$ cat config.mk
export PLATFORM = sky130hd
export DESIGN_NAME = qssb_front
export DESIGN_NICKNAME = d
export VERILOG_FILES = /design/src/design/qssb_pkg.sv /design/src/design/qssb_baud_if.sv /design/src/design/qssb_baud_gen.sv /design/src/design/qssb_front.sv
export VERILOG_INCLUDE_DIRS = /design/src /design/src/design
export SDC_FILE = /design/constraint.sdc
export NUM_CORES = 1
export LEC_CHECK = 0
export ABC_AREA = 1
export BUFFER_PORTS_ARGS = -buffer_cell sky130_fd_sc_hd__buf_2
export CAP_MARGIN = 20
export CORE_ASPECT_RATIO = 0.6
export CORE_MARGIN = 2
export CORE_UTILIZATION = 35
export DETAILED_ROUTE_END_ITERATION = 10
export PLACE_DENSITY = 0.53
export SYNTH_ARGS = -nofsm -noshare
export SYNTH_HDL_FRONTEND = slang
export SYNTH_SLANG_ARGS = --single-unit
$ cat constraint.sdc
create_clock -name clk -period 17.78 [get_ports clk]
set_input_delay 3.556 -clock clk [delete_from_list [all_inputs] [get_ports clk]]
set_output_delay 3.556 -clock clk [all_outputs]
set_load 0.05 [all_outputs]
$ cat src/design/qssb_regs.svh
/*
  Register offsets, field positions, reset values and counts for the quad serial
  select, baud and interrupt front end. Assumes inclusion by bare name.
*/
`ifndef QSSB_REGS_SVH
`define QSSB_REGS_SVH

// ----------------------------------------------------------------------------
// Device address map (word index = paddr[9:2])
// ----------------------------------------------------------------------------
`define QSSB_ADDR_W 8
`define QSSB_UPPER_BIT 7
`define QSSB_CHAN_LSB 4
`define QSSB_CHAN_MSB 5
`define QSSB_IDX_MSB 3
`define QSSB_NCHAN 4

// Channel registers, index in channel_addr_bits window.
`define QSSB_CH_IER 4'h1
`define QSSB_CH_FCR 4'h2
`define QSSB_CH_DLL 4'h3
`define QSSB_CH_DLM 4'h4
`define QSSB_CH_MCR 4'h5
`define QSSB_CH_CFG 4'h6
`define QSSB_CH_TXTRIG 4'h7
`define QSSB_CH_RXTRIG 4'h8
`define QSSB_CH_STAT 4'h9

// Device registers in the upper region.
`define QSSB_DEV_RESET 8'h80
`define QSSB_DEV_BCAST 8'h81
`define QSSB_DEV_ISTAT 8'h82
`define QSSB_DEV_IMASK 8'h83

// ----------------------------------------------------------------------------
// Fields
// ----------------------------------------------------------------------------
`define QSSB_IER_RX 0
`define QSSB_IER_TX 1
`define QSSB_FCR_FIFO_EN 0
`define QSSB_MCR_PRESCALE 7
`define QSSB_CFG_X8 0
`define QSSB_CFG_HALF_DUPLEX 1
`define QSSB_BCAST_EN 0

// ----------------------------------------------------------------------------
// Reset values and counts
// ----------------------------------------------------------------------------
`define QSSB_RST_BYTE 8'h00
`define QSSB_RST_TRIG 7'h20
`define QSSB_PRESCALE_DIV4 2'h3
`define QSSB_SAMPLES_X16 5'h10
`define QSSB_SAMPLES_X8 5'h08

`endif

$ cat src/design/qssb_pkg.sv
/*
  Types used by the front end; the baud generators do not import them.
  Assumes the constants header is compiled alongside.
*/
package qssb_pkg;

  typedef enum logic [0:0] {
    QSSB_ST_WAIT = 1'b0,
    QSSB_ST_DONE = 1'b1
  } qssb_apb_state_type;

  typedef logic [7:0] qssb_byte_type;

endpackage : qssb_pkg

$ cat src/design/qssb_baud_if.sv
/*
  Carrier between the channel register file and one baud generator.
  Assumes both ends sit on the same clock.
*/
`timescale 1ns/1ps

interface qssb_baud_if;
  logic [15:0] divisor;
  logic prescale_by4;
  logic rate_x8;
  logic chan_rst;
  logic sample_tick;
  logic bit_tick;

  modport ctl (output divisor, output prescale_by4, output rate_x8, output chan_rst,
               input sample_tick, input bit_tick);
  modport gen (input divisor, input prescale_by4, input rate_x8, input chan_rst,
               output sample_tick, output bit_tick);
endinterface : qssb_baud_if

$ cat src/design/qssb_baud_gen.sv
/*
  One channel's prescaler and programmable divisor, shared by that channel's
  transmitter and receiver. Assumes clk is the oscillator clock.
*/
`timescale 1ns/1ps
`include "qssb_regs.svh"

module qssb_baud_gen (
  input wire logic clk,
  input wire logic rst_n,
  qssb_baud_if.gen bif
);

  // --------------------------------------------------------------------------
  // Prescaler
  // --------------------------------------------------------------------------
  logic [1:0] pre_reg;
  logic [15:0] div_reg;
  logic [4:0] samp_reg;
  logic pre_tick;
  logic div_done;
  logic [4:0] samp_limit;

  assign pre_tick = !bif.prescale_by4 || (pre_reg == `QSSB_PRESCALE_DIV4);
  // A divisor of zero holds the generator still instead of running wild.
  assign div_done = pre_tick && (bif.divisor != 16'h0000) && (div_reg <= 16'h0001);
  assign samp_limit = bif.rate_x8 ? `QSSB_SAMPLES_X8 : `QSSB_SAMPLES_X16;

  always_ff @(posedge clk or negedge rst_n) begin
    if (!rst_n) begin
      pre_reg <= 2'h0;
    end else if (bif.chan_rst || !bif.prescale_by4 || pre_tick) begin
      pre_reg <= 2'h0;
    end else begin
      pre_reg <= pre_reg + 2'h1;
    end
  end

  // --------------------------------------------------------------------------
  // Divisor and sample counter
  // --------------------------------------------------------------------------
  always_ff @(posedge clk or negedge rst_n) begin
    if (!rst_n) begin
      div_reg <= 16'h0000;
    end else if (bif.chan_rst || div_done) begin
      div_reg <= bif.divisor;
    end else if (pre_tick && div_reg != 16'h0000) begin
      div_reg <= div_reg - 16'h0001;
    end
  end

  always_ff @(posedge clk or negedge rst_n) begin
    if (!rst_n) begin
      bif.sample_tick <= 1'b0;
      bif.bit_tick <= 1'b0;
      samp_reg <= 5'h00;
    end else begin
      bif.sample_tick <= div_done && !bif.chan_rst;
      bif.bit_tick <= div_done && !bif.chan_rst && (samp_reg + 5'h01 >= samp_limit);
      if (bif.chan_rst || (div_done && samp_reg + 5'h01 >= samp_limit)) begin
        samp_reg <= 5'h00;
      end else if (div_done) begin
        samp_reg <= samp_reg + 5'h01;
      end
    end
  end

endmodule : qssb_baud_gen

$ cat src/design/qssb_front.sv
/*
  APB front end of a four-channel serial device: channel select decode,
  broadcast write, per-channel soft reset, interrupt conditions and one
  baud generator per channel. Assumes the transmit and receive sections sit
  outside and report FIFO levels and empty flags synchronous to clk.
*/
// Notes on behaviour
// - Writing the reset register returns selected channels' registers to defaults.
// - Channel accesses occur only while chip select is low; otherwise ignored.
// - Upper address bit and bit six low: bits five and four pick channel; upper bit high selects device registers.
// - Broadcast bit set: a channel write updates that register in all four.
// - FIFO mode, no half-duplex: transmit request while level at or below trigger.
// - FIFO mode, half-duplex: transmit request at or below trigger or transmitter fully empty.
// - FIFO mode: receive request once receive level is above the trigger.
// - The oscillator clock runs every baud generator and the other logic.
// - Each channel has one baud generator shared by transmitter and receiver.
// - Modem control bit 7 selects prescale by 1 when clear, 4 when set.
// - The generator divides the prescaled clock by a divisor of 1 to 65535.
// - The sampling tick times transmit shifting and receive sampling.
// - The divisor is high byte then low byte, sixteen bits together.
// - Sampling-rate bit picks sixteen or eight samples per bit.
`timescale 1ns/1ps
`include "qssb_regs.svh"

module qssb_front (
  input wire logic clk,
  input wire logic rst_b,
  input wire logic psel,
  input wire logic penable,
  input wire logic pwrite,
  input wire logic [11:0] paddr,
  input wire logic [31:0] pwdata,
  output logic [31:0] prdata,
  output logic pready,
  output logic pslverr,
  input wire logic chip_sel_b,
  input wire logic [27:0] tx_fifo_level,
  input wire logic [27:0] rx_fifo_level,
  input wire logic [3:0] tx_all_empty,
  input wire logic [3:0] thr_empty,
  input wire logic [3:0] rx_data_ready,
  output logic [3:0] sample_tick,
  output logic [3:0] bit_tick,
  output logic [3:0] chan_reset,
  output logic irq
);

  // --------------------------------------------------------------------------
  // Reset release
  // --------------------------------------------------------------------------
  logic [1:0] rst_sync_reg;
  logic rst_n;

  always_ff @(posedge clk or negedge rst_b) begin
    if (!rst_b) begin
      rst_sync_reg <= 2'b00;
    end else begin
      rst_sync_reg <= {rst_sync_reg[0], 1'b1};
    end
  end

  assign rst_n = rst_sync_reg[1];

  // --------------------------------------------------------------------------
  // Functions
  // --------------------------------------------------------------------------
  function automatic logic [6:0] level_of(input logic [27:0] bus, input int ch);
    level_of = bus[ch*7 +: 7];
  endfunction : level_of

  function automatic logic [7:0] pad7(input logic [6:0] v);
    pad7 = {1'b0, v};
  endfunction : pad7

  // --------------------------------------------------------------------------
  // Bus decode
  // --------------------------------------------------------------------------
  qssb_pkg::qssb_apb_state_type state_reg;
  logic [7:0] dev_addr;
  logic [1:0] chan_sel;
  logic [3:0] reg_idx;
  logic access;
  logic commit;
  logic selected;
  logic chan_region;
  logic chan_mapped;
  logic dev_mapped;
  logic mapped;
  logic wr_commit;

  assign dev_addr = paddr[9:2];
  assign chan_sel = dev_addr[`QSSB_CHAN_MSB:`QSSB_CHAN_LSB];
  assign reg_idx = dev_addr[`QSSB_IDX_MSB:0];
  assign access = psel && penable;
  assign commit = access && (state_reg == qssb_pkg::QSSB_ST_DONE);
  assign selected = !chip_sel_b;
  assign chan_region = !dev_addr[`QSSB_UPPER_BIT] && (dev_addr[6] == 1'b0);
  assign chan_mapped = chan_region && (reg_idx >= `QSSB_CH_IER) && (reg_idx <= `QSSB_CH_STAT);
  assign dev_mapped = (dev_addr >= `QSSB_DEV_RESET) && (dev_addr <= `QSSB_DEV_IMASK);
  assign mapped = chan_mapped || dev_mapped;
  assign wr_commit = commit && pwrite && selected && (paddr[11:10] == 2'b00) && mapped;

  always_ff @(posedge clk or negedge rst_n) begin
    if (!rst_n) begin
      state_reg <= qssb_pkg::QSSB_ST_WAIT;
    end else begin
      case (state_reg)
        qssb_pkg::QSSB_ST_WAIT: begin
          if (access) begin
            state_reg <= qssb_pkg::QSSB_ST_DONE;
          end
        end
        qssb_pkg::QSSB_ST_DONE: begin
          state_reg <= qssb_pkg::QSSB_ST_WAIT;
        end
        default: begin
          state_reg <= qssb_pkg::QSSB_ST_WAIT;
        end
      endcase
    end
  end

  // --------------------------------------------------------------------------
  // Device registers
  // --------------------------------------------------------------------------
  logic [7:0] bcast_ctrl_reg;
  logic [7:0] istat_reg;
  logic [7:0] istat_next;
  logic [7:0] imask_reg;
  logic [3:0] soft_rst;
  logic bcast_on;
  logic wr_reset;
  logic wr_bcast;
  logic wr_istat;
  logic wr_imask;

  assign bcast_on = bcast_ctrl_reg[`QSSB_BCAST_EN];
  assign wr_reset = wr_commit && (dev_addr == `QSSB_DEV_RESET);
  assign wr_bcast = wr_commit && (dev_addr == `QSSB_DEV_BCAST);
  assign wr_istat = wr_commit && (dev_addr == `QSSB_DEV_ISTAT);
  assign wr_imask = wr_commit && (dev_addr == `QSSB_DEV_IMASK);
  assign soft_rst = wr_reset ? pwdata[3:0] : 4'h0;

  always_ff @(posedge clk or negedge rst_n) begin
    if (!rst_n) begin
      bcast_ctrl_reg <= `QSSB_RST_BYTE;
      imask_reg <= `QSSB_RST_BYTE;
    end else begin
      if (wr_bcast) begin
        bcast_ctrl_reg <= pwdata[7:0];
      end
      if (wr_imask) begin
        imask_reg <= pwdata[7:0];
      end
    end
  end

  // --------------------------------------------------------------------------
  // Channel registers
  // --------------------------------------------------------------------------
  logic [7:0] ier_reg [`QSSB_NCHAN];
  logic [7:0] fifo_ctrl_reg [`QSSB_NCHAN];
  logic [7:0] divisor_low_byte [`QSSB_NCHAN];
  logic [7:0] divisor_high_byte [`QSSB_NCHAN];
  logic [7:0] modem_ctrl_reg [`QSSB_NCHAN];
  logic [7:0] cfg_reg [`QSSB_NCHAN];
  logic [6:0] txtrig_reg [`QSSB_NCHAN];
  logic [6:0] rxtrig_reg [`QSSB_NCHAN];
  logic [3:0] chan_wr;

  // Broadcast drops the channel bits so the same index lands in every channel.
  // Reads are not broadcast; software clears the bit before reading anyway.
  genvar gc;
  generate
    for (gc = 0; gc < `QSSB_NCHAN; gc++) begin : g_wr
      assign chan_wr[gc] = wr_commit && chan_mapped
        && (bcast_on || chan_sel == 2'(gc));
    end
  endgenerate

  always_ff @(posedge clk or negedge rst_n) begin
    if (!rst_n) begin
      for (int c = 0; c < `QSSB_NCHAN; c++) begin
        ier_reg[c] <= `QSSB_RST_BYTE;
        fifo_ctrl_reg[c] <= `QSSB_RST_BYTE;
        divisor_low_byte[c] <= `QSSB_RST_BYTE;
        divisor_high_byte[c] <= `QSSB_RST_BYTE;
        modem_ctrl_reg[c] <= `QSSB_RST_BYTE;
        cfg_reg[c] <= `QSSB_RST_BYTE;
        txtrig_reg[c] <= `QSSB_RST_TRIG;
        rxtrig_reg[c] <= `QSSB_RST_TRIG;
      end
    end else begin
      for (int c = 0; c < `QSSB_NCHAN; c++) begin
        if (soft_rst[c]) begin
          ier_reg[c] <= `QSSB_RST_BYTE;
          fifo_ctrl_reg[c] <= `QSSB_RST_BYTE;
          divisor_low_byte[c] <= `QSSB_RST_BYTE;
          divisor_high_byte[c] <= `QSSB_RST_BYTE;
          modem_ctrl_reg[c] <= `QSSB_RST_BYTE;
          cfg_reg[c] <= `QSSB_RST_BYTE;
          txtrig_reg[c] <= `QSSB_RST_TRIG;
          rxtrig_reg[c] <= `QSSB_RST_TRIG;
        end else if (chan_wr[c]) begin
          case (reg_idx)
            `QSSB_CH_IER: ier_reg[c] <= pwdata[7:0];
            `QSSB_CH_FCR: fifo_ctrl_reg[c] <= pwdata[7:0];
            `QSSB_CH_DLL: divisor_low_byte[c] <= pwdata[7:0];
            `QSSB_CH_DLM: divisor_high_byte[c] <= pwdata[7:0];
            `QSSB_CH_MCR: modem_ctrl_reg[c] <= pwdata[7:0];
            `QSSB_CH_CFG: cfg_reg[c] <= pwdata[7:0];
            `QSSB_CH_TXTRIG: txtrig_reg[c] <= pwdata[6:0];
            `QSSB_CH_RXTRIG: rxtrig_reg[c] <= pwdata[6:0];
            default: begin
            end
          endcase
        end
      end
    end
  end

  // --------------------------------------------------------------------------
  // Interrupt conditions
  // --------------------------------------------------------------------------
  logic [3:0] tx_req;
  logic [3:0] rx_req;
  logic [7:0] req_now;
  logic [7:0] req_prev_reg;
  logic [7:0] req_rise;

  generate
    for (gc = 0; gc < `QSSB_NCHAN; gc++) begin : g_int
      logic fifo_on;
      logic half_dup;
      logic [6:0] txl;
      logic [6:0] rxl;
      logic tx_fifo_req;
      assign fifo_on = fifo_ctrl_reg[gc][`QSSB_FCR_FIFO_EN];
      assign half_dup = cfg_reg[gc][`QSSB_CFG_HALF_DUPLEX];
      assign txl = level_of(tx_fifo_level, gc);
      assign rxl = level_of(rx_fifo_level, gc);
      // Level at or below the transmit trigger means request; empty depends on half-duplex mode.
      assign tx_fifo_req = (txl <= txtrig_reg[gc])
        || (half_dup ? tx_all_empty[gc] : (txl == 7'h00));
      assign tx_req[gc] = ier_reg[gc][`QSSB_IER_TX]
        && (fifo_on ? tx_fifo_req : thr_empty[gc]);
      assign rx_req[gc] = ier_reg[gc][`QSSB_IER_RX]
        && (fifo_on ? (rxl > rxtrig_reg[gc]) : rx_data_ready[gc]);
      assign req_now[2*gc] = tx_req[gc];
      assign req_now[2*gc+1] = rx_req[gc];
    end
  endgenerate

  assign req_rise = req_now & ~req_prev_reg;
  // A new event in the cycle of a write-one clear keeps its bit set.
  assign istat_next = (istat_reg & ~(wr_istat ? pwdata[7:0] : 8'h00)) | req_rise;

  always_ff @(posedge clk or negedge rst_n) begin
    if (!rst_n) begin
      req_prev_reg <= 8'h00;
      istat_reg <= 8'h00;
      irq <= 1'b0;
    end else begin
      req_prev_reg <= req_now;
      istat_reg <= istat_next;
      irq <= |(istat_next & imask_reg);
    end
  end

  // --------------------------------------------------------------------------
  // Baud generators
  // --------------------------------------------------------------------------
  qssb_baud_if bif [`QSSB_NCHAN] ();

  generate
    for (gc = 0; gc < `QSSB_NCHAN; gc++) begin : g_baud
      assign bif[gc].divisor = {divisor_high_byte[gc], divisor_low_byte[gc]};
      assign bif[gc].prescale_by4 = modem_ctrl_reg[gc][`QSSB_MCR_PRESCALE];
      assign bif[gc].rate_x8 = cfg_reg[gc][`QSSB_CFG_X8];
      assign bif[gc].chan_rst = soft_rst[gc];
      // One generator per channel feeds both directions.
      qssb_baud_gen u_gen (
        .clk(clk),
        .rst_n(rst_n),
        .bif(bif[gc])
      );
      assign sample_tick[gc] = bif[gc].sample_tick;
      assign bit_tick[gc] = bif[gc].bit_tick;
    end
  endgenerate

  always_ff @(posedge clk or negedge rst_n) begin
    if (!rst_n) begin
      chan_reset <= 4'h0;
    end else begin
      chan_reset <= soft_rst;
    end
  end

  // --------------------------------------------------------------------------
  // Read data and answer
  // --------------------------------------------------------------------------
  logic [7:0] rd_byte;
  logic [7:0] rd_chan;

  always_comb begin
    rd_chan = 8'h00;
    case (reg_idx)
      `QSSB_CH_IER: rd_chan = ier_reg[chan_sel];
      `QSSB_CH_FCR: rd_chan = fifo_ctrl_reg[chan_sel];
      `QSSB_CH_DLL: rd_chan = divisor_low_byte[chan_sel];
      `QSSB_CH_DLM: rd_chan = divisor_high_byte[chan_sel];
      `QSSB_CH_MCR: rd_chan = modem_ctrl_reg[chan_sel];
      `QSSB_CH_CFG: rd_chan = cfg_reg[chan_sel];
      `QSSB_CH_TXTRIG: rd_chan = pad7(txtrig_reg[chan_sel]);
      `QSSB_CH_RXTRIG: rd_chan = pad7(rxtrig_reg[chan_sel]);
      `QSSB_CH_STAT: rd_chan = {6'h00, rx_req[chan_sel], tx_req[chan_sel]};
      default: rd_chan = 8'h00;
    endcase
  end

  always_comb begin
    rd_byte = 8'h00;
    if (chan_mapped) begin
      rd_byte = rd_chan;
    end else begin
      case (dev_addr)
        `QSSB_DEV_BCAST: rd_byte = bcast_ctrl_reg;
        `QSSB_DEV_ISTAT: rd_byte = istat_reg;
        `QSSB_DEV_IMASK: rd_byte = imask_reg;
        default: rd_byte = 8'h00;
      endcase
    end
  end

  // The answer comes one cycle into the access phase; a deselected cycle is
  // answered with zero data and no error so the bus never hangs.
  always_ff @(posedge clk or negedge rst_n) begin
    if (!rst_n) begin
      pready <= 1'b0;
      prdata <= 32'h0000_0000;
      pslverr <= 1'b0;
    end else if (access && state_reg == qssb_pkg::QSSB_ST_WAIT) begin
      pready <= 1'b1;
      prdata <= (selected && mapped && !pwrite) ? {24'h00_0000, rd_byte} : 32'h0000_0000;
      pslverr <= selected && (!mapped || paddr[11:10] != 2'b00);
    end else begin
      pready <= 1'b0;
      prdata <= 32'h0000_0000;
      pslverr <= 1'b0;
    end
  end

endmodule : qssb_front

; After elaboration in Yosys (flattened, before gate mapping)
; Index checks and enable logic that the tools add are counted.
[word_totals]
reg_bits = 422
input_bits = 118
out_inout_bits = 47
elab_cells = 462
[op_classes]
add_sub_neg = 12
magnitude_cmp = 22
n_eq_ne = 20
n_mux = 147
bitwise = 9
reduce_logical = 189
[op_table]
columns = op, count
row1 = two-way mux 8 bit, 70
row2 = two-way mux 7 bit, 22
row3 = two-way mux 16 bit, 8
row4 = nonzero test 16 bit, 8
row5 = binary-select mux 8 bit (select 2 bit), 6
row6 = nonzero test 2 bit, 45
row7 = one-hot mux 8 bit (9 select lines), 1
row8 = <= comparator 16 x 1 -> 1 bit (second input constant), 4
row9 = AND reduction 2 bit, 32
row10 = subtractor 16 x 1 -> 16 bit (second input constant), 4
row11 = two-way mux 5 bit, 12
row12 = logical AND 1 bit, 55
row13 = equality test 8 bit (second input constant), 4
row14 = logical OR 1 bit, 30
row15 = binary-select mux 7 bit (select 2 bit), 2
row16 = greater-than comparator 7 bit, 4
row17 = <= comparator 7 bit, 4
row18 = logical NOT 7 bit, 4
row19 = bitwise AND 8 bit, 3
row20 = one-hot mux 8 bit (3 select lines), 1
row21 = adder 5 x 1 -> 5 bit (second input constant), 4
row22 = greater-or-equal comparator 5 bit, 4
row23 = two-way mux 1 bit, 17
row24 = equality test 4 x 3 -> 1 bit (second input constant), 4
row25 = 23 further kinds, 51

; Depth between registers and ports, before layout
; Gate-level depths: netlist (run 1).
[logic_depth]
word_depth = 13
mapped_depth = 16
ltp_nobuf = 16

; Modules after synthesis
; From an unflattened synthesis (run 1), not the netlist that was laid out.
[unflattened]
hier_cells = 2997
area_unflattened_um2 = 22908.2
[by_module_without_submodules]
columns = module, n_inst, cells_each, area_each_um2, seq_area_each_um2
row1 = qssb_front, 1, 1925, 15506.1, 7442.1
row2 = qssb_baud_gen, 4, 268, 1850.5, 625.6

; Worst setup path before layout (run 1)
; No wires, ideal clock.
[synth_path]
kind = input-to-reg
start = input paddr[11]
end = register g_baud[3].u_gen.div_reg[10]
setup_ns = 0.130
arrival_ns = 4.919
required_ns = 17.650
slack_ns = 12.730
path_stages = 12
n_path_buf = 1
path_cell_list = or2_1 -> inv_2 -> nand4_2 -> clkinv_1 -> nand2_4 -> nor2_4 -> inv_2 -> nand2_4 -> inv_2 -> buf_2 -> o211ai_1 -> nand3_1
[synth_between]
elab_chain_cells = 7
elab_cells_between_ends = 8
cone_classes = mux: 2 / reduce/logical: 6
[synth_rtl]
columns = element, line
row1 = from (decl), qssb_front.sv:31  ; input wire logic [11:0] paddr,
row2 = logical NOT 2 bit *, qssb_front.sv:101  ; assign wr_commit = commit && pwrite && selected && (paddr[11:10] == 2'b00) && mapped;
row3 = logical AND 1 bit * (2 in a row), qssb_front.sv:101
row4 = logical AND 1 bit *, qssb_front.sv:138  ; assign wr_reset = wr_commit && (dev_addr == `QSSB_DEV_RESET);
row5 = two-way mux 4 bit *, qssb_front.sv:142  ; assign soft_rst = wr_reset ? pwdata[3:0] : 4'h0;
row6 = named net g_baud[3].u_gen.bif.chan_rst, qssb_baud_if.sv:17  ; modport gen (input divisor, input prescale_by4, input rate_x8, input chan_rst,
row7 = logical OR 1 bit *, qssb_baud_gen.sv:45  ; end else if (bif.chan_rst || div_done) begin
row8 = two-way mux 16 bit / nonzero test 2 bit (equally long branches), --
row9 = to (signal assigned), qssb_baud_gen.sv:46  ; div_reg <= bif.divisor;
row10 = to (signal assigned), qssb_baud_gen.sv:48  ; div_reg <= div_reg - 16'h0001;
row11 = to (decl), qssb_baud_gen.sv:18  ; logic [15:0] div_reg;
; The timed path passes the listed nets; every way through them passes the cells marked *.
; A chain may end at the register's enable or synchronous reset.

; Worst setup path after layout (run 1)
[layout_path]
start = input paddr[6]
end = register g_baud[2].u_gen.div_reg[9]
[layout_between]
elab_chain_cells = 8
elab_cells_between_ends = 11
cone_classes = order compare: 2 / eq/ne: 1 / mux: 2 / reduce/logical: 6
[layout_rtl]
columns = element, line
row1 = greater-or-equal comparator 8 bit (no source line) / <= comparator 8 bit (equally long branches), --
row2 = logical AND 1 bit, qssb_front.sv:99  ; assign dev_mapped = (dev_addr >= `QSSB_DEV_RESET) && (dev_addr <= `QSSB_DEV_IMASK);
row3 = logical OR 1 bit, qssb_front.sv:100  ; assign mapped = chan_mapped || dev_mapped;
row4 = logical AND 1 bit, qssb_front.sv:101
row5 = logical AND 1 bit *, qssb_front.sv:138
row6 = two-way mux 4 bit *, qssb_front.sv:142
row7 = logical OR 1 bit *, qssb_baud_gen.sv:45
row8 = two-way mux 16 bit / nonzero test 2 bit (equally long branches), --
row9 = to (signal assigned), qssb_baud_gen.sv:46
row10 = to (signal assigned), qssb_baud_gen.sv:48
row11 = to (decl), qssb_baud_gen.sv:18
; Mark *: on every way between the ends. The rest lies on a longest branch, timed or not.

==> impl_metrics.csv, run 1 <==
group,metric,value,unit
run_status,status,"finished, final reports clean",
cts,post_cts_buffers,0,
timing,period_share,33.5,%
power_and_ir_drop,power_leakage,12.2,nW
die,dieArea,0.0640,sq mm
route,via_per_inst,5.28,
yosys,ys.flop_type,"dfrtp_1",
worst_setup_path,r2r-start,"g_baud[3].u_gen.div_reg[0]$_DFFE_PN0P_",
worst_setup_path,r2r_cells,9,
timing,rsz0062_at_grt,"no",
route,routed_wl,75.2,mm
timing,max_freq,168,MHz
yosys,seq_area_frac_synth,45.9,%
yosys,synthTopCellsByArea,"dfrtp_1, nand2_1, inv_1, o21ai_0, ha_1",
cts,ctsRootBufferMaster,"clkbuf_16",
placement,place_congestion,0.982,
yosys,synth_cell_types,48,
worst_setup_path,critPathBufInv,3,
global_routing,grt_pass1_wl,114,mm
placement,numPortBuffers,114,
worst_setup_path,endpoint_kind,"register",
yosys,synth_edf_count,0,
worst_setup_path,cp_data_required_time,18.22,ns
cts,clkTransAtPathRegs,0.07,ns
die,rows,70,
yosys,synth_top_area_share,44.9,%
cts,cts.repair.resized,0,
worst_hold_path,hold_path.class,"reg2reg",
placement,placed_cell_area,0.0230,sq mm
timing,slew_headroom,29.8,%
global_routing,gr-usage-all-layers,23.3,%
power_and_ir_drop,clkPwrFrac,44.4,%
yosys,ys_warn_count,0,
final_layout,layout-drive-gt1-share,9.75,%
worst_setup_path,path_delay_family,"simple AND/OR/NAND/NOR gates",
cts,insertion_delay,0.57,ns
die,coreArea,0.0610,sq mm
yosys,ys_ff_latch,397,
yosys,synth_area,0.0217,sq mm
final_layout,final_nets,3067,
worst_setup_path,worst_path_max_delay_cell,"nand2_1",
worst_setup_path,slowest_delay,0.61,ns
yosys,postSynthAreaPerCell,7.88,sq um
cts,cts_buffers,41,
worst_setup_path,path_class,"in2reg",
worst_setup_path,reg2reg_setup_slack,14.96,ns
yosys,yosysTopAreaCell,"dfrtp_1",
global_routing,antenna_found_initial,4,
timing,hold_viol_final,0,
cts,cts_max_path_buffers,3,
die,start_util,35.5,%
power_and_ir_drop,p_sw,0.000533,W
timing,final.setup.tns,0,ns
yosys,async_flop_share,100,%
timing,clock_skew,0.0184,ns
timing,setup_violations,0,
worst_setup_path,crit_start,"paddr[6]",
worst_setup_path,path_depth,10,
power_and_ir_drop,seqPwrFrac,46.5,%
worst_setup_path,reg2reg_to,"g_baud[3].u_gen.div_reg[3]$_DFFE_PN0P_",
yosys,synthTopCellsByCount,"nand2_1, inv_1, dfrtp_1",
final_layout,area_delta_synth_final,12.5,%
power_and_ir_drop,power_frac_comb,9.1,%
power_and_ir_drop,powerDensity,82.5,mW/mm^2
timing,drv_slew,0,
route,via_count,19700,
cts,cts-htree-levels,2,
final_layout,fill_cells,6255,
power_and_ir_drop,p_sw_share,26.5,%
worst_setup_path,endpoint,"g_baud[2].u_gen.div_reg[9]$_DFFE_PN0P_",
worst_setup_path,worstPathArrival,6.39,ns
die,ios,165,
timing,min_period,5.95,ns
route,wire_per_inst,20.2,microns
final_layout,final_area,0.0244,sq mm
cts,cts_sinks,397,
die,die_h,197,microns
power_and_ir_drop,ir_worst_vdd,0.0663,mV
power_and_ir_drop,intPower,0.00148,W
route,drcViolationCount,0,
run,max_cap_viol_count,0,
cts,hold_buffers,0,
final_layout,fin_util,39.9,%
die,die_w,325,microns
global_routing,grt_max_degree,191,
yosys,synthMostInstantiatedCell,"nand2_1",
global_routing,grt_pass1_vias,18900,
timing,tightest_slew,1.05,ns
worst_setup_path,worstPathCellList,"buf_2 > nor2_2 > buf_4 > nand3_1 > nor3_2 > nand2_1 > nand3_2 > clkinv_1 > nand2_1 > nand3_1",
cts,cts_tree,"built",
placement,hpwl,56.4,mm
worst_setup_path,startpoint_type,"primary input",
route,ant_nets,0,
yosys,synthCells,2752,
route,drt_iter0_markers,2156,
worst_setup_path,crit_path_max_fanout,23,
global_routing,gr-total-overflow,0,
route,dr.pass1.iters,6,
cells in the final DEF (no fill, tap or decap), drive strengths merged, types with 2 or more instances in the layout:
master,n
a22oi,19
nor3,29
a21oi,51
a221oi,5
nand2,667
xor2,33
nand3,140
o22ai,133
a21o,10
o2111ai,7
dfstp,8
bufinv,3
o21ai,335
or2,5
o221ai,5
nor4,11
xnor2,15
ha,84
buf,128
inv,440
o211ai,11
o31ai,2
nand3b,10
diode,3
o21a,4
dfrtp,389
clkbuf,62
nand4,34
clkinv,9
nor3b,5
nor2,210
conb,25
stage by stage:
stage | instances | power [W] | hold WS [ns] | setup WS (ns)
2_1_floorplan | 2775 | 0.00107 | 0.331 | 5.91
3_3_place_gp | 3649 | 0.00113 | 0.335 | 11.32
3_5_place_dp | 3649 | 0.00113 | 0.340 | 11.20
4_1_cts | 3720 | 0.00202 | 0.356 | 11.78
5_1_grt | 3721 | 0.00208 | 0.379 | 11.75
6_report | 3724 | 0.00201 | 0.354 | 11.83
power by group through the flow:
stage / Sequential [W] / Combinational [W] / Clock (W)
6_report: 0.000935 / 0.000183 / 0.000894
5_1_grt: 0.000937 / 0.000200 / 0.000946
4_1_cts: 0.000934 / 0.000180 / 0.000903
3_5_place_dp: 0.000951 / 0.000179 / 0
3_3_place_gp: 0.000951 / 0.000177 / 0
2_1_floorplan: 0.000961 / 0.000104 / 0
cell families after synthesis:
kind of cell               Yosys count  synth area share, %
AOI/OAI and AO/OA                  584                 15.4
xor gates and xnor gates            48                 1.94
adders and majority gates           84                 4.85
buffers and inverters              525                 9.81
DFF                                397                 45.9
other                                2               0.0347
and+or+nand+nor                   1112                 22.1
layout make-up:
cell class,count,area [sq um],area share [%]
Multi-Input combinational cell,1853,9690,39.7
Tap cell,828,1040,4.25
Timing Repair Buffer,128,708,2.90
Clock buffer,62,1200,4.94
Antenna cell,3,7.51,0.0308
Sequential cell,397,9950,40.8
Inverter,444,1670,6.83
Clock inverter,9,123,0.503
worst min-delay path by stage:
stage	from	endpoint	slack, ns	cells past startpoint
floorplan	rst_sync_reg[0]$_DFF_PN0_	rst_sync_reg[1]$_DFF_PN0_	0.33	0
global placement	rst_sync_reg[0]$_DFF_PN0_	rst_sync_reg[1]$_DFF_PN0_	0.34	0
detailed placement	rst_sync_reg[0]$_DFF_PN0_	rst_sync_reg[1]$_DFF_PN0_	0.34	0
CTS	rst_sync_reg[0]$_DFF_PN0_	rst_sync_reg[1]$_DFF_PN0_	0.36	0
global route	rst_sync_reg[0]$_DFF_PN0_	rst_sync_reg[1]$_DFF_PN0_	0.38	0
finish	rst_sync_reg[0]$_DFF_PN0_	rst_sync_reg[1]$_DFF_PN0_	0.35	0
per-layer routing:
layer | track usage [%] | up-vias | routed length (microns) | part of all wire, %
met1 | 34.9 | 9480 | 35600 | 47
met4 | 5.81 | 4 | 1720 | 2.3
li1 | - | 9198 | - | -
met3 | 7.57 | 123 | 8240 | 11
met2 | 31.8 | 875 | 29600 | 39
met5 | 0 | - | 26 | 0.035
worst reg2reg max path: cells and delay by family, from the launching register on:
family	cells	cell delay (ns)
simple gates	4	0.96
compound gates	2	0.88
flops	1	0.39
buf+inv	2	0.27
fa+ha+maj	1	0.23
Power figures use the tool's default switching activity.
==> run 2: changes to the inputs <==
==> constraint.sdc (replaced) <==
create_clock -name clk -period 5.6 [get_ports clk]
set_input_delay 1.12 -clock clk [delete_from_list [all_inputs] [get_ports clk]]
set_output_delay 1.12 -clock clk [all_outputs]
set_load 0.05 [all_outputs]
==> run 2 against run 1 <==
Via count barely moved. Sequential power grew to 3.2 times the previous value. Clock power grew to 3.2 times the previous value. Power rose to 3.2 times the previous value. Utilization grew 0.10 points. Clock skew up 0.0077 ns. Die area unchanged. Flip-flop and latch count unchanged. Global-route usage rose by 0.22 points. Clock-buffer cell count increased by 5. Sequential share of layout area fell by 0.11 points. Final cell count about the same.
==> impl_metrics.csv, run 2 (synthesis results as in run 1) <==
group,metric,value,unit
run_status,status,"finished, final reports clean",
worst_setup_path,endpoint_kind,"register",
power_and_ir_drop,power_leakage,12.2,nW
cts,cts-htree-levels,2,
worst_setup_path,critPathBufInv,1,
final_layout,area_delta_synth_final,12.8,%
power_and_ir_drop,p_sw_share,26.6,%
power_and_ir_drop,clkPwrFrac,44.9,%
global_routing,antenna_found_initial,0,
placement,place_ws,1.58,ns
final_layout,fin_cells,3727,
cts,cts_max_path_buffers,3,
route,ant_nets,0,
worst_setup_path,worstPathCellList,"buf_2 > nor2_1 > nand3_1 > nor2_2 > nand2_1 > o21ai_0 > nand2_1 > nand2_1 > nand2_1 > nor2_1 > nand2_1",
worst_setup_path,cp_common_cell,"nand2_1",
route,drcViolationCount,0,
die,die_w,325,microns
worst_hold_path,hold_path.class,"reg2async",
final_layout,diodes,0,
timing,clock_skew,0.0261,ns
global_routing,gr-usage-all-layers,23.5,%
placement,hpwl,57.0,mm
cts,cts_tree,"built",
power_and_ir_drop,intPower,0.00474,W
power_and_ir_drop,ir_worst_vdd,0.174,mV
worst_setup_path,crit_path_max_fanout,11,
power_and_ir_drop,p_sw,0.00172,W
placement,numPortBuffers,114,
cts,ctsRootBufferMaster,"clkbuf_16",
timing,slew_headroom,31.7,%
cts,post_cts_buffers,0,
worst_setup_path,worstPathArrival,3.95,ns
die,dieArea,0.0640,sq mm
placement,place_congestion,1.00,
global_routing,gr-total-overflow,0,
route,via_count,19700,
die,die_h,197,microns
worst_setup_path,cp_data_required_time,6.03,ns
die,coreArea,0.0610,sq mm
worst_setup_path,slowest_delay,0.68,ns
worst_setup_path,startpoint_type,"primary input",
worst_setup_path,worst_path_max_delay_cell,"nor2_2",
timing,max_freq,284,MHz
die,start_util,35.5,%
final_layout,layout-drive-gt1-share,9.80,%
final_layout,mostFrequentLayoutCells,"nand2_1, inv_1, dfrtp_1, o21ai_0, nor2_1",
run,max_cap_viol_count,0,
global_routing,grt_max_degree,142,
cts,cts_buffers,42,
timing,period_share,62.8,%
route,drt_iter0_markers,2370,
timing,setup_ws,2.08,ns
power_and_ir_drop,seqPwrFrac,46.0,%
global_routing,grt_pass1_wl,115,mm
global_routing,grt_pass1_vias,18900,
timing,whs,0.188,ns
route,via_per_inst,5.28,
route,wire_per_inst,20.3,microns
power_and_ir_drop,powerDensity,264,mW/mm^2
final_layout,fill_cells,6240,
power_and_ir_drop,power_frac_comb,9.1,%
timing,rsz0062_at_grt,"no",
cts,hold_buffers,0,
route,routed_wl,75.6,mm
timing,min_period,3.52,ns
die,ios,165,
final_layout,final_common_cell,"nand2_1",
final_layout,final_nets,3068,
timing,drv_slew,0,
timing,tightest_slew,1.02,ns
timing,final.setup.tns,0,ns
placement,dpl.cell_count,3649,
worst_setup_path,path_delay_family,"simple AND/OR/NAND/NOR gates",
timing,hold_viol_final,0,
route,dr.pass1.iters,5,
timing,setup_violations,0,
cts,cts_sinks,397,
cts,clkTransAtPathRegs,0.07,ns
cts,insertion_delay,0.57,ns
cts,cts.repair.resized,0,
die,rows,70,
worst_setup_path,path_class,"in2reg",
## run 2: cell types whose count changed in the layout (fill, tap and decap cells not counted)
cell,previous run,this run
clkbuf_8,10,7
buf_4,12,11
diode_2,3,0
clkbuf_1,11,15
clkbuf_16,41,45
buf_12,1,2
bufinv_16,3,2
clkinvlp_4,1,3
## run 2: power by group through the flow
stage          Combinational (W)  Clock (W)  Sequential [W]
3_3_place_gp            0.000556          0         0.00303
4_1_cts                 0.000567    0.00294         0.00298
2_1_floorplan           0.000330          0         0.00305
6_report                0.000586    0.00290         0.00297
3_5_place_dp            0.000566          0         0.00303
5_1_grt                 0.000639    0.00308         0.00297
## run 2: worst reg2reg max path: cells and delay by family (launching register included)
kind / cells / cell delay (ns)
AOI/OAI and AO/OA: 2 / 0.90
adders and majority gates: 1 / 0.23
buffers and inverters: 2 / 0.30
DFF: 1 / 0.39
and+or+nand+nor: 4 / 1.01
## run 2: stage by stage
stage	util, %	power, W	area (sq um)
floorplan	-	0.00338	21800
global placement	37.7	0.00358	23000
detailed placement	37.7	0.00360	23000
CTS	40.0	0.00649	24400
global route	40.0	0.00670	24400
finish	40.0	0.00645	24400
## run 2: final timing paths
check / startpoint / end / slack (ns) / cells past startpoint
worst min-delay path: rst_sync_reg[1]$_DFF_PN0_ / cfg_reg[6]$_DFFE_PN0P_ / 0.19 / 0
worst min register to register: rst_sync_reg[1]$_DFF_PN0_ / cfg_reg[6]$_DFFE_PN0P_ / 0.19 / 0
worst max register to register: g_baud[3].u_gen.div_reg[0]$_DFFE_PN0P_ / g_baud[3].u_gen.div_reg[5]$_DFFE_PN0P_ / 2.69 / 9
worst max-delay path: paddr[5] / irq$_DFF_PN0_ / 2.08 / 11
min in group clk: rst_sync_reg[0]$_DFF_PN0_ / rst_sync_reg[1]$_DFF_PN0_ / 0.36 / 0
max in group asynchronous: rst_sync_reg[1]$_DFF_PN0_ / bif[1].divisor[0]$_DFFE_PN0P_ / 3.87 / 2
## run 2: cell type report
| class | instances | area, sq um | area share, % |
|---|---|---|---|
| sequential | 397 | 9950 | 40.7 |
| clock inverter | 10 | 108 | 0.440 |
| timing repair buffer | 128 | 721 | 2.95 |
| tap | 828 | 1040 | 4.24 |
| clock buffer | 67 | 1280 | 5.23 |
| inverter | 444 | 1670 | 6.82 |
| multi-input combinational | 1853 | 9690 | 39.6 |
## run 2: routing by layer
layer / track usage (%) / vias to the layer above / part of all wire [%]
met5: 1.57 / - / 0.18
met4: 4.68 / 2 / 1.7
met3: 6.31 / 92 / 9.9
met2: 32.0 / 861 / 40
met1: 36.4 / 9543 / 49
li1: - / 9186 / -
==> run 3: changes to the inputs <==
==> constraint.sdc (replaced) <==
create_clock -name clk -period 3.25 [get_ports clk]
set_input_delay 0.65 -clock clk [delete_from_list [all_inputs] [get_ports clk]]
set_output_delay 0.65 -clock clk [all_outputs]
set_load 0.05 [all_outputs]
==> run 3 against run 2 <==
Sequential power rose by 72%. Utilization up 0.64 points. Setup slack worse by 1.4 ns. Sequential share of layout area down 0.64 points. Critical path depth fell by 1. Wire length increased by 0.83%. Combinational power up 79%. Critical endpoint is now g_baud[0].u_gen.div_reg[15]$_DFFE_PN0P_. Largest cell class unchanged. Largest power group unchanged. Highest routed layer is now met4.
==> impl_metrics.csv, run 3 (synthesis results as in run 1) <==
group,metric,value,unit
route,dr.pass1.iters,6,
power_and_ir_drop,ir_worst_vdd,0.345,mV
worst_setup_path,crit_path_max_fanout,15,
power_and_ir_drop,p_sw_share,26.4,%
timing,min_period,2.53,ns
die,dieArea,0.0640,sq mm
power_and_ir_drop,p_sw,0.00296,W
global_routing,grt_pass1_wl,116,mm
global_routing,antenna_found_initial,0,
global_routing,gr-total-overflow,0,
worst_setup_path,path_delay_family,"simple AND/OR/NAND/NOR gates",
worst_setup_path,slowest_delay,0.62,ns
cts,cts_sinks,397,
worst_setup_path,reg2reg_to,"g_baud[0].u_gen.div_reg[15]$_DFFE_PN0P_",
timing,clock_skew,0.0290,ns
timing,final.setup.tns,0,ns
die,coreArea,0.0610,sq mm
die,rows,70,
run,max_cap_viol_count,0,
worst_setup_path,cp_data_required_time,3.77,ns
worst_hold_path,hp-start,"penable",
route,ant_nets,0,
final_layout,regArea,0.00995,sq mm
worst_hold_path,hold_path.class,"in2reg",
worst_setup_path,startpoint_type,"register",
timing,rsz0062_at_grt,"no",
worst_hold_path,min_to,"pready$_DFF_PN0_",
worst_setup_path,path_class,"reg2reg",
worst_setup_path,worstPathCellList,"inv_1 > ha_1 > o21ai_0 > nor2_1 > nand4_1 > buf_4 > nand2_2 > nor2_1 > nand2_1 > nand3_1",
power_and_ir_drop,power_frac_comb,9.3,%
route,drcViolationCount,0,
cts,ctsRootBufferMaster,"clkbuf_16",
run_status,status,"finished, final reports clean",
timing,tightest_slew,0.881,ns
route,drt_iter0_markers,2448,
cts,cts-htree-levels,2,
worst_setup_path,r2r-start,"g_baud[0].u_gen.div_reg[0]$_DFFE_PN0P_",
worst_setup_path,endpoint_kind,"register",
final_layout,layout-drive-gt1-share,11.1,%
die,die_w,325,microns
cts,insertion_delay,0.59,ns
worst_setup_path,worstPathArrival,3.05,ns
final_layout,final_area,0.0248,sq mm
die,die_h,197,microns
final_layout,mostFrequentLayoutCells,"nand2_1, inv_1, dfrtp_1, o21ai_0, nor2_1",
route,via_per_inst,5.24,
timing,period_share,77.8,%
timing,setup_violations,0,
final_layout,area_delta_synth_final,14.6,%
worst_setup_path,cp_common_cell,"nor2_1",
worst_setup_path,critPathBufInv,2,
final_layout,multiInputGateArea,0.00969,sq mm
global_routing,gr-usage-all-layers,23.7,%
cts,clkTransAtPathRegs,0.06,ns
timing,max_freq,396,MHz
final_layout,final_common_cell,"nand2_1",
worst_setup_path,r2r_cells,10,
worst_hold_path,whs_path_depth,3,
worst_setup_path,worst_path_max_delay_cell,"nor2_1",
power_and_ir_drop,powerDensity,452,mW/mm^2
placement,numPortBuffers,114,
power_and_ir_drop,clkPwrFrac,45.1,%
die,start_util,35.5,%
timing,slew_headroom,41.2,%
power_and_ir_drop,power_leakage,12.4,nW
placement,hpwl,58.0,mm
cts,cts_buffers,41,
final_layout,fill_cells,6196,
route,routed_wl,76.2,mm
die,ios,165,
global_routing,grt_max_degree,108,
route,via_count,19700,
timing,drv_slew,0,
final_layout,diodes,0,
power_and_ir_drop,seqPwrFrac,45.6,%
cts,cts_tree,"built",
timing,hold_viol_final,0,
power_and_ir_drop,intPower,0.00825,W
placement,place_congestion,0.938,
cts,cts_max_path_buffers,3,
placement,placed_cell_area,0.0234,sq mm
worst_setup_path,reg2reg_setup_slack,0.72,ns
route,wire_per_inst,20.3,microns
global_routing,grt_pass1_vias,19000,
final_layout,final_nets,3110,
worst_setup_path,path_depth,10,
-- run 3: stage by stage --
step	cells	power (W)	hold WS (ns)	setup slack (ns)	utilization [%]
3_3_place_gp	3692	0.00621	0.338	0.309	38.4
5_1_grt	3765	0.0116	0.358	0.470	40.7
4_1_cts	3765	0.0113	0.334	0.769	40.7
2_1_floorplan	2775	0.00582	0.331	-0.647	-
6_report	3765	0.0112	0.351	0.722	40.7
3_5_place_dp	3692	0.00623	0.342	0.315	38.4
-- run 3: power groups by stage --
stage	clock, W	sequential, W	combinational [W]
floorplan	0	0.00525	0.000569
global placement	0	0.00520	0.00101
detailed placement	0	0.00520	0.00103
CTS	0.00514	0.00511	0.00103
global route	0.00537	0.00512	0.00114
finish	0.00506	0.00512	0.00105
-- run 3: worst max-delay path by stage --
stage / start / endpoint
after floorplan: rst_sync_reg[1]$_DFF_PN0_ / bcast_ctrl_reg[0]$_DFFE_PN0P_
after global placement: paddr[11] / bif[3].divisor[2]$_DFFE_PN0P_
after detailed placement: paddr[11] / ier_reg[6]$_DFFE_PN0P_
after CTS: g_baud[0].u_gen.div_reg[0]$_DFFE_PN0P_ / g_baud[0].u_gen.div_reg[15]$_DFFE_PN0P_
after global routing: g_baud[0].u_gen.div_reg[0]$_DFFE_PN0P_ / g_baud[0].u_gen.div_reg[4]$_DFFE_PN0P_
final: g_baud[0].u_gen.div_reg[0]$_DFFE_PN0P_ / g_baud[0].u_gen.div_reg[15]$_DFFE_PN0P_
-- run 3: cell type report --
cell class              count  area share (%)
clock buffers              64            5.13
well taps                 828            4.17
flip-flops and latches    397            40.0
multi-input cells        1853            39.0
inverters                 444            6.71
repair buffers            171            4.43
clock inverters             8           0.499
-- run 3: routing by layer --
| metal | track usage [%] | wire length [microns] | vias up |
|---|---|---|---|
| li1 | - | - | 9277 |
| met1 | 37.0 | 37600 | 9521 |
| met2 | 32.9 | 30400 | 821 |
| met3 | 5.54 | 6850 | 92 |
| met4 | 4.46 | 1370 | 0 |
| met5 | 0 | 0 | - |
-- run 3: timing repair --
action | 4_1_cts | 5_1_grt
hold buffers | 1 | 0
resized for setup | 0 | 0
buffers inserted | 0 | 0
hold endpoints to repair | 2 | 0
-- run 3: worst min-delay path, cell delays in order --
cell and delay (ns):
buf_2 0.09, nand2_1 0.06, nor2_1 0.06
